[config.mk]
export PLATFORM = sky130hd
export DESIGN_NAME = bsc_regs
export DESIGN_NICKNAME = d
export VERILOG_FILES = /design/src/include/bsc_pkg.sv /design/src/verilog/bsc_watchdog.sv /design/src/verilog/bsc_phase_gen.sv /design/src/verilog/bsc_regs.sv
export VERILOG_INCLUDE_DIRS = /design/src /design/src/include
export SDC_FILE = /design/constraint.sdc
export NUM_CORES = 1
export LEC_CHECK = 0
export BUFFER_PORTS_ARGS = -buffer_cell sky130_fd_sc_hd__buf_2
export CORE_UTILIZATION = 50
export CTS_BUF_LIST = sky130_fd_sc_hd__clkbuf_8
export DETAILED_ROUTE_END_ITERATION = 12
export PLACE_DENSITY = 0.72
export SLEW_MARGIN = 5
export SYNTH_ARGS = -nofsm -noshare
export SYNTH_HDL_FRONTEND = slang
export SYNTH_HIERARCHICAL = 1
export SYNTH_SLANG_ARGS = --single-unit
[constraint.sdc]
create_clock -name clk_i -period 14.9 [get_ports clk_i]
set_input_delay 0.745 -clock clk_i [delete_from_list [all_inputs] [get_ports clk_i]]
set_output_delay 0.745 -clock clk_i [all_outputs]
set_load 0.01 [all_outputs]
[src/include/bsc_cfg.svh]
`ifndef BSC_CFG_SVH
`define BSC_CFG_SVH

// Control word layout
`define BSC_WORD_W 16
`define BSC_OP_MSB 15
`define BSC_OP_LSB 13
`define BSC_OP_SOFTWARE 3'h4
`define BSC_OP_BOOST 3'h3
`define BSC_ECHO_BIT 12
`define BSC_CODE_MSB 11
`define BSC_CODE_LSB 0
`define BSC_CODE_RESET 12'h555
`define BSC_CODE_SERVICE 12'h195

// Boost control fields
`define BSC_COMP_BIT 6
`define BSC_PHASE_MSB 5
`define BSC_PHASE_LSB 4
`define BSC_RATE_MSB 3
`define BSC_RATE_LSB 2
`define BSC_VLIM_MSB 1
`define BSC_VLIM_LSB 0
`define BSC_BOOST_USED_W 7

// Reset values and undefined rate code
`define BSC_COMP_RST 1'h0
`define BSC_PHASE_RST 2'h0
`define BSC_RATE_RST 2'h1
`define BSC_VLIM_RST 2'h0
`define BSC_TOGGLE_RST 1'h0
`define BSC_RATE_UNDEF 2'h3

// Readback address codes and status layout
`define BSC_RD_ADDR_W 5
`define BSC_RD_STATUS 5'h18
`define BSC_RD_BOOST 5'h1a
`define BSC_STAT_TOGGLE_BIT 11

// Timing
`define BSC_CLK_HZ 10000000
`define BSC_RATE0_HZ 250000
`define BSC_RATE1_HZ 410000
`define BSC_RATE2_HZ 650000
`define BSC_WDT_TIMEOUT_US 10000
`define BSC_DIV_W 8

`endif

[src/include/bsc_pkg.sv]
package bsc_pkg;

    typedef enum logic [1:0] {
        BSC_PH_ALL_SAME,
        BSC_PH_AB_CD,
        BSC_PH_AC_BD,
        BSC_PH_QUAD
    } bsc_phasing_e;

    typedef enum logic [1:0] {
        BSC_WD_IDLE,
        BSC_WD_RUN,
        BSC_WD_FAULT
    } bsc_wd_state_e;

endpackage

[src/verilog/bsc_watchdog.sv]
`timescale 1ns/1ps
`default_nettype none

module bsc_watchdog #(
    parameter int unsigned TIMEOUT_CYCLES = 100000
) (
    input wire logic clk_i,
    input wire logic resetn_i,
    input wire logic enable_i,
    input wire logic service_i,
    input wire logic clear_i,
    output logic alert_o
);

    localparam int unsigned CW = $clog2(TIMEOUT_CYCLES + 1);
    localparam logic [CW-1:0] LAST = CW'(TIMEOUT_CYCLES - 1);

    bsc_pkg::bsc_wd_state_e state_q, state_d;
    logic [CW-1:0] cnt_q, cnt_d;
    logic alert_q, alert_d;

    always_comb begin
        state_d = state_q;
        cnt_d = cnt_q;
        unique case (state_q)
            bsc_pkg::BSC_WD_IDLE: begin
                cnt_d = '0;
                if (enable_i) begin
                    state_d = bsc_pkg::BSC_WD_RUN;
                end
            end
            bsc_pkg::BSC_WD_RUN: begin
                // Service in the expiry cycle still counts as in time
                if (service_i) begin
                    cnt_d = '0;
                end else if (cnt_q == LAST) begin
                    state_d = bsc_pkg::BSC_WD_FAULT;
                end else begin
                    cnt_d = cnt_q + CW'(1);
                end
            end
            bsc_pkg::BSC_WD_FAULT: begin
                cnt_d = '0;
                if (service_i) begin
                    state_d = bsc_pkg::BSC_WD_RUN;
                end
            end
        endcase
        if (!enable_i || clear_i) begin
            state_d = bsc_pkg::BSC_WD_IDLE;
            cnt_d = '0;
        end
        alert_d = (state_d == bsc_pkg::BSC_WD_FAULT);
    end

    always_ff @(posedge clk_i or negedge resetn_i) begin
        if (!resetn_i) begin
            state_q <= bsc_pkg::BSC_WD_IDLE;
            cnt_q <= '0;
            alert_q <= 1'b0;
        end else begin
            state_q <= state_d;
            cnt_q <= cnt_d;
            alert_q <= alert_d;
        end
    end

    assign alert_o = alert_q;

endmodule // bsc_watchdog

`default_nettype wire

[src/verilog/bsc_phase_gen.sv]
`timescale 1ns/1ps
`default_nettype none
`include "bsc_cfg.svh"

module bsc_phase_gen #(
    parameter int unsigned CHANNELS = 4
) (
    input wire logic clk_i,
    input wire logic resetn_i,
    input wire logic [1:0] rate_i,
    input wire logic [1:0] phasing_i,
    output logic [CHANNELS-1:0] switch_clk_o
);

    localparam int unsigned DW = `BSC_DIV_W;

    // Code 11 is never stored; the default branch gives code 10 its divisor and covers code 11 defensively
    function automatic logic [DW-1:0] divisor(input logic [1:0] rate);
        case (rate)
            2'h0: divisor = DW'(`BSC_CLK_HZ / `BSC_RATE0_HZ);
            2'h1: divisor = DW'(`BSC_CLK_HZ / `BSC_RATE1_HZ);
            default: divisor = DW'(`BSC_CLK_HZ / `BSC_RATE2_HZ);
        endcase
    endfunction

    function automatic logic [DW-1:0] offset(input logic [1:0] ph, input int ch,
                                             input logic [DW-1:0] div);
        case (bsc_pkg::bsc_phasing_e'(ph))
            bsc_pkg::BSC_PH_AB_CD: offset = (ch >= 2) ? (div >> 1) : '0;
            bsc_pkg::BSC_PH_AC_BD: offset = (ch % 2 == 1) ? (div >> 1) : '0;
            bsc_pkg::BSC_PH_QUAD: offset = DW'((ch * int'(div)) / 4);
            default: offset = '0;
        endcase
    endfunction

    logic [DW-1:0] div;
    logic [DW-1:0] cnt_q, cnt_d;
    logic [CHANNELS-1:0] clk_q, clk_d;

    assign div = divisor(rate_i);

    always_comb begin
        // A rate change can leave the count past the new end; wrap at once
        if (cnt_q >= div - DW'(1)) begin
            cnt_d = '0;
        end else begin
            cnt_d = cnt_q + DW'(1);
        end
    end

    for (genvar g = 0; g < CHANNELS; g++) begin : g_ch
        logic [DW:0] sum;
        logic [DW-1:0] ph;
        assign sum = {1'b0, cnt_q} + {1'b0, offset(phasing_i, g, div)};
        assign ph = (sum >= {1'b0, div}) ? DW'(sum - {1'b0, div}) : sum[DW-1:0];
        assign clk_d[g] = (ph < (div >> 1));
    end

    always_ff @(posedge clk_i or negedge resetn_i) begin
        if (!resetn_i) begin
            cnt_q <= '0;
            clk_q <= '0;
        end else begin
            cnt_q <= cnt_d;
            clk_q <= clk_d;
        end
    end

    assign switch_clk_o = clk_q;

endmodule // bsc_phase_gen

`default_nettype wire

[src/verilog/bsc_regs.sv]
// Overview of operation
// - Word with top bits 100 is a software write: echo bit D12, code D11..D0.
// - Each software write except code 0x555 copies the echo bit into status bit D11.
// - Software code 0x555 resets the boost fields and echo bit, clears the watchdog and pulses soft_reset_o.
// - Code 0x195 services the watchdog and restarts its timeout count.
// - Enabled watchdog without service in time raises the alert output.
// - Word with top bits 011 writes boost control; D12..D7 ignored.
// - D6 compensation: 0 internal resistor (default), 1 external resistor.
// - D5..D4 sets phasing of the four channel switching clocks.
// - D3..D2 sets switching rate divided from oscillator; 01 default.
// - D1..D0 sets maximum boost voltage code; 00 default.
// - Boost control register reads back at address code 11010.
`timescale 1ns/1ps
`default_nettype none
`include "bsc_cfg.svh"

module bsc_regs #(
    parameter int unsigned WDT_TIMEOUT_CYCLES =
        (`BSC_WDT_TIMEOUT_US / 1000) * (`BSC_CLK_HZ / 1000),
    parameter int unsigned CHANNELS = 4
) (
    input wire logic clk_i,
    input wire logic resetn_i,
    input wire logic wr_valid_i,
    input wire logic [15:0] wr_data_i,
    input wire logic rd_req_i,
    input wire logic [4:0] rd_addr_i,
    input wire logic wdt_enable_i,
    output logic [15:0] rd_data_o,
    output logic rd_valid_o,
    output logic soft_reset_o,
    output logic alert_o,
    output logic user_toggle_o,
    output logic boost_compensation_select_o,
    output logic [1:0] boost_phasing_select_o,
    output logic [1:0] boost_switching_rate_select_o,
    output logic [1:0] boost_voltage_limit_select_o,
    output logic [CHANNELS-1:0] boost_switch_clk_o
);

    logic [2:0] opcode;
    logic [11:0] code;
    logic sw_wr, boost_wr, reset_cmd, service_cmd;

    logic comp_q, comp_d;
    logic [1:0] phase_q, phase_d;
    logic [1:0] rate_q, rate_d;
    logic [1:0] vlim_q, vlim_d;
    logic toggle_q, toggle_d;
    logic soft_rst_q, soft_rst_d;
    logic [15:0] rd_data_q, rd_data_d;
    logic rd_valid_q, rd_valid_d;

    function automatic logic [15:0] read_mux(input logic [4:0] addr,
                                             input logic [15:0] stat,
                                             input logic [15:0] boost);
        case (addr)
            `BSC_RD_STATUS: read_mux = stat;
            `BSC_RD_BOOST: read_mux = boost;
            default: read_mux = '0;
        endcase
    endfunction

    assign opcode = wr_data_i[`BSC_OP_MSB:`BSC_OP_LSB];
    assign code = wr_data_i[`BSC_CODE_MSB:`BSC_CODE_LSB];
    assign sw_wr = wr_valid_i && (opcode == `BSC_OP_SOFTWARE);
    assign boost_wr = wr_valid_i && (opcode == `BSC_OP_BOOST);
    assign reset_cmd = sw_wr && (code == `BSC_CODE_RESET);
    assign service_cmd = sw_wr && (code == `BSC_CODE_SERVICE);

    always_comb begin
        logic [15:0] stat;
        logic [15:0] boost;
        stat = '0;
        stat[`BSC_STAT_TOGGLE_BIT] = toggle_q;
        boost = '0;
        boost[`BSC_COMP_BIT] = comp_q;
        boost[`BSC_PHASE_MSB:`BSC_PHASE_LSB] = phase_q;
        boost[`BSC_RATE_MSB:`BSC_RATE_LSB] = rate_q;
        boost[`BSC_VLIM_MSB:`BSC_VLIM_LSB] = vlim_q;

        comp_d = comp_q;
        phase_d = phase_q;
        rate_d = rate_q;
        vlim_d = vlim_q;
        toggle_d = toggle_q;
        if (sw_wr) begin
            toggle_d = wr_data_i[`BSC_ECHO_BIT];
        end
        if (boost_wr) begin
            comp_d = wr_data_i[`BSC_COMP_BIT];
            phase_d = wr_data_i[`BSC_PHASE_MSB:`BSC_PHASE_LSB];
            vlim_d = wr_data_i[`BSC_VLIM_MSB:`BSC_VLIM_LSB];
            if (wr_data_i[`BSC_RATE_MSB:`BSC_RATE_LSB] != `BSC_RATE_UNDEF) begin
                rate_d = wr_data_i[`BSC_RATE_MSB:`BSC_RATE_LSB];
            end
        end
        // Full reset wins over the echo bit carried in the same word
        if (reset_cmd) begin
            comp_d = `BSC_COMP_RST;
            phase_d = `BSC_PHASE_RST;
            rate_d = `BSC_RATE_RST;
            vlim_d = `BSC_VLIM_RST;
            toggle_d = `BSC_TOGGLE_RST;
        end
        soft_rst_d = reset_cmd;

        // Readback shows the contents before any write in the same cycle
        rd_valid_d = rd_req_i;
        rd_data_d = rd_data_q;
        if (rd_req_i) begin
            rd_data_d = read_mux(rd_addr_i, stat, boost);
        end
    end

    always_ff @(posedge clk_i or negedge resetn_i) begin
        if (!resetn_i) begin
            comp_q <= `BSC_COMP_RST;
            phase_q <= `BSC_PHASE_RST;
            rate_q <= `BSC_RATE_RST;
            vlim_q <= `BSC_VLIM_RST;
            toggle_q <= `BSC_TOGGLE_RST;
            soft_rst_q <= 1'b0;
            rd_data_q <= '0;
            rd_valid_q <= 1'b0;
        end else begin
            comp_q <= comp_d;
            phase_q <= phase_d;
            rate_q <= rate_d;
            vlim_q <= vlim_d;
            toggle_q <= toggle_d;
            soft_rst_q <= soft_rst_d;
            rd_data_q <= rd_data_d;
            rd_valid_q <= rd_valid_d;
        end
    end

    bsc_watchdog #(
        .TIMEOUT_CYCLES(WDT_TIMEOUT_CYCLES)
    ) u_watchdog (
        .clk_i(clk_i),
        .resetn_i(resetn_i),
        .enable_i(wdt_enable_i),
        .service_i(service_cmd),
        .clear_i(reset_cmd),
        .alert_o(alert_o)
    );

    bsc_phase_gen #(
        .CHANNELS(CHANNELS)
    ) u_phase_gen (
        .clk_i(clk_i),
        .resetn_i(resetn_i),
        .rate_i(rate_q),
        .phasing_i(phase_q),
        .switch_clk_o(boost_switch_clk_o)
    );

    assign rd_data_o = rd_data_q;
    assign rd_valid_o = rd_valid_q;
    assign soft_reset_o = soft_rst_q;
    assign user_toggle_o = toggle_q;
    assign boost_compensation_select_o = comp_q;
    assign boost_phasing_select_o = phase_q;
    assign boost_switching_rate_select_o = rate_q;
    assign boost_voltage_limit_select_o = vlim_q;

endmodule // bsc_regs

`default_nettype wire

==> reports/qor.yml <==
sta:
  period_needed_ns: 6.23
  hold_viol: 0
  finalSetupTns_ns: 0
  fin_skew_ns: 0.00653
  relSlewSlack_pct: 30.4
  setup_violations: 0
  rsz0062_at_grt: "false"
  fin_crit_sh_pct: 41.8
  whs_ns: 0.521
  fmax_mhz: 161
  final_max_slew_viol_count: 0
  worst_pin_slew_ns: 1.03
setup_path:
  critPathCaptureType: "register"
  critical_path.max_fanout: 14
  start_kind: "register"
  ff2ff_path_depth: 21
  required_ns: 15.12
  crit_type: "reg2reg"
  cp.arrival_ns: 6.45
floorplanning:
  core_area_mm2: 0.00982
  die_y_um: 103
  dieWidth_um: 103
  ioPinCount: 57
  start_util_pct: 51.7
  dieArea_mm2: 0.0106
  rows: 36
layout:
  fin_util_pct: 56.0
  layout_commonest_cell: "ha_1"
  syn_to_final_growth_pct: 8.33
  nNetsFinal: 713
  drive_above_1_share_pct: 14.3
  diodes: 0
  layout_common_cells: "ha_1 (58), nor2_1 (50), dfrtp_1 (49), buf_2 (48), nand2_1 (40)"
drt:
  via_per_inst: 5.77
  drt_iter0_drc: 274
  dr.pass1.iters: 5
  wire_per_inst_um: 15.8
  wirelength_um: 11900
  drtAntennaViolNets: 0
  via_count: 4364
  drc: 0
clock_tree:
  cts_hold_buf: 0
  cts_buffers: 5
  clkTransAtPathRegs_ns: 0.10
  clk_latency_ns: 0.32
  cts_tree: "yes"
  post_cts_buffers: 0
  clockBufferDepth: 2
  htreeDepth: 2
  cts.sink_count: 50
  ctsResizeCount: 0
  root_buffer: "clkbuf_8"
synth:
  synth_edf_count: 0
  synth_cells: 580
  ys.warnings.count: 6
  synth_cell_types: 76
  synthFlopType: "dfrtp_1"
  ys_seq_area_share_pct: 24.7
  synth-seq-cells: 50
  syn_area_per_cell_um2: 8.75
  async_flop_share_pct: 100
  netlist_area_mm2: 0.00508
placed_design:
  hpwl_um: 9110
  io_buffers: 48
  place_congestion: 0.854
power_and_ir_drop:
  pwr-share-clk_pct: 15.7
  leakage_nw: 2.58
  ir_drop_mv: 0.0751
  p_int_mw: 0.368
  power_density_mw_per_mm2: 120
  p_seq_share_pct: 24.3
  p_sw_mw: 0.290
  comb_power_share_pct: 60.0
  switching_share_pct: 44.0
hold_path:
  min_path_type: "in2async"
run_status:
  status: "complete, no violations"
global_route:
  grt_pass1_vias: 4343
  gr-total-overflow: 0
  grt_max_degree: 51
  grt_pass1_wl_um: 20000
  antenna_found_initial: 0
  grt_usage_pct: 24.0
flow_run:
  drv_cap: 0
## area by class of cell
class                      instances  area (um2)
tap                              133         166
sequential                        50        1250
timing repair buffer              49         248
inverter                          38         148
fill                             908        4320
multi-input combinational        478        3570
clock buffer                       5        68.8
clock inverter                     3        48.8
## registers in the layout, summed over array words and instances, names as in the netlist
signal and cells:
rd_valid_o 1, u_phase_gen/cnt_q 8, boost_switching_rate_select_o 2, boost_phasing_select_o 2
u_watchdog/cnt_q 17, boost_compensation_select_o 1, rd_data_o 8, user_toggle_o 1
boost_voltage_limit_select_o 2, u_phase_gen/switch_clk_o 4, u_watchdog/state_q 2, u_watchdog/alert_o 1
soft_reset_o 1
## cells in the mapped netlist (4+ instances only)
cell | n | area (um2)
ha_1 | 58 | 726
nor2_1 | 50 | 188
dfrtp_1 | 49 | 1230
nand2_1 | 40 | 150
inv_1 | 37 | 139
a21oi_1 | 31 | 155
xnor2_1 | 28 | 245
o21ai_0 | 23 | 115
nand3_1 | 21 | 105
xor2_1 | 16 | 140
nor2b_1 | 15 | 93.8
mux2i_1 | 11 | 110
nor2_2 | 11 | 68.8
and3_1 | 10 | 62.6
nand2b_1 | 9 | 56.3
o21ai_1 | 9 | 45.0
a22o_1 | 8 | 70.1
buf_4 | 8 | 60.1
clkbuf_1 | 7 | 26.3
fa_1 | 7 | 140
a21o_1 | 6 | 45.0
and2_1 | 6 | 37.5
nand4_1 | 6 | 37.5
nor3_1 | 6 | 30.0
and4bb_2 | 5 | 62.6
o211ai_1 | 5 | 37.5
o31ai_1 | 5 | 37.5
a211oi_1 | 4 | 30.0
a31oi_1 | 4 | 25.0
and4_1 | 4 | 35.0
o21a_1 | 4 | 30.0
o311ai_1 | 4 | 35.0
## layer usage
metal / GRT usage, % / share of wire, % / up-vias / routed length [um]
li1: - / - / 2163 / -
met1: 30.1 / 45 / 2074 / 5380
met2: 41.7 / 49 / 105 / 5830
met3: 3.93 / 3.9 / 22 / 465
met4: 8.67 / 2.0 / 0 / 238
met5: 0 / 0 / - / 0
## cell families (layout without fill, tap and decap cells)
| kind of cell | after synthesis | in the layout | synth area share, % |
|---|---|---|---|
| compound gates | 135 | 135 | 18.6 |
| xor+xnor | 44 | 44 | 7.59 |
| fa+ha+maj | 65 | 65 | 17.1 |
| buf+inv | 59 | 95 | 5.57 |
| flops | 50 | 50 | 24.7 |
| mux | 13 | 13 | 2.69 |
| other cells | 2 | 9 | 0.148 |
| simple gates | 212 | 212 | 23.7 |
## per-stage QoR
step                      setup WS [ns]  area [um2]  cells  power (mW)
after global placement             8.97        5380    748       0.539
after global routing               8.11        5500    756       0.717
after CTS                          8.66        5500    756       0.657
final                              8.67        5500    756       0.657
after floorplan                    9.86        5100    587       0.467
after detailed placement           8.69        5380    748       0.551
## critical path: stages, from the launching register on
cell      delay (ns)
dfrtp_1         0.64
inv_1           0.25
nand2_1         0.47
ha_1            0.66
inv_1           0.36
nor2_1          0.32
ha_1            0.30
a21o_1          0.16
a21oi_1         0.31
o21bai_1        0.12
a21oi_1         0.19
xnor2_1         0.16
ha_1            0.32
and4_1          0.18
a32oi_1         0.21
and3_1          0.25
and2_1          0.19
nand2_1         0.06
o21ai_1         0.08
ha_1            0.27
a221o_1         0.35
nor4b_1         0.28
## path summary, 6_finish.rpt
kind	end	slack, ns	from
setup / recovery	u_phase_gen/switch_clk_o[2]	8.67	boost_switching_rate_select_o[1]
hold / removal	u_watchdog/cnt_q[10]	0.52	resetn_i
setup reg to reg	u_phase_gen/switch_clk_o[2]	8.67	boost_switching_rate_select_o[1]
hold reg to reg	rd_data_o[6]	0.52	boost_compensation_select_o
max in group asynchronous	user_toggle_o	13.95	resetn_i
min in group clk_i	rd_data_o[6]	0.52	boost_compensation_select_o
## power by group through the flow
stage | logic, mW | registers, mW | clock network [mW]
4_1_cts | 0.391 | 0.160 | 0.106
5_1_grt | 0.444 | 0.162 | 0.111
2_1_floorplan | 0.305 | 0.161 | 0
3_3_place_gp | 0.377 | 0.162 | 0
6_report | 0.394 | 0.160 | 0.103
3_5_place_dp | 0.388 | 0.162 | 0
Note: power is estimated with default switching activity, not from simulation.
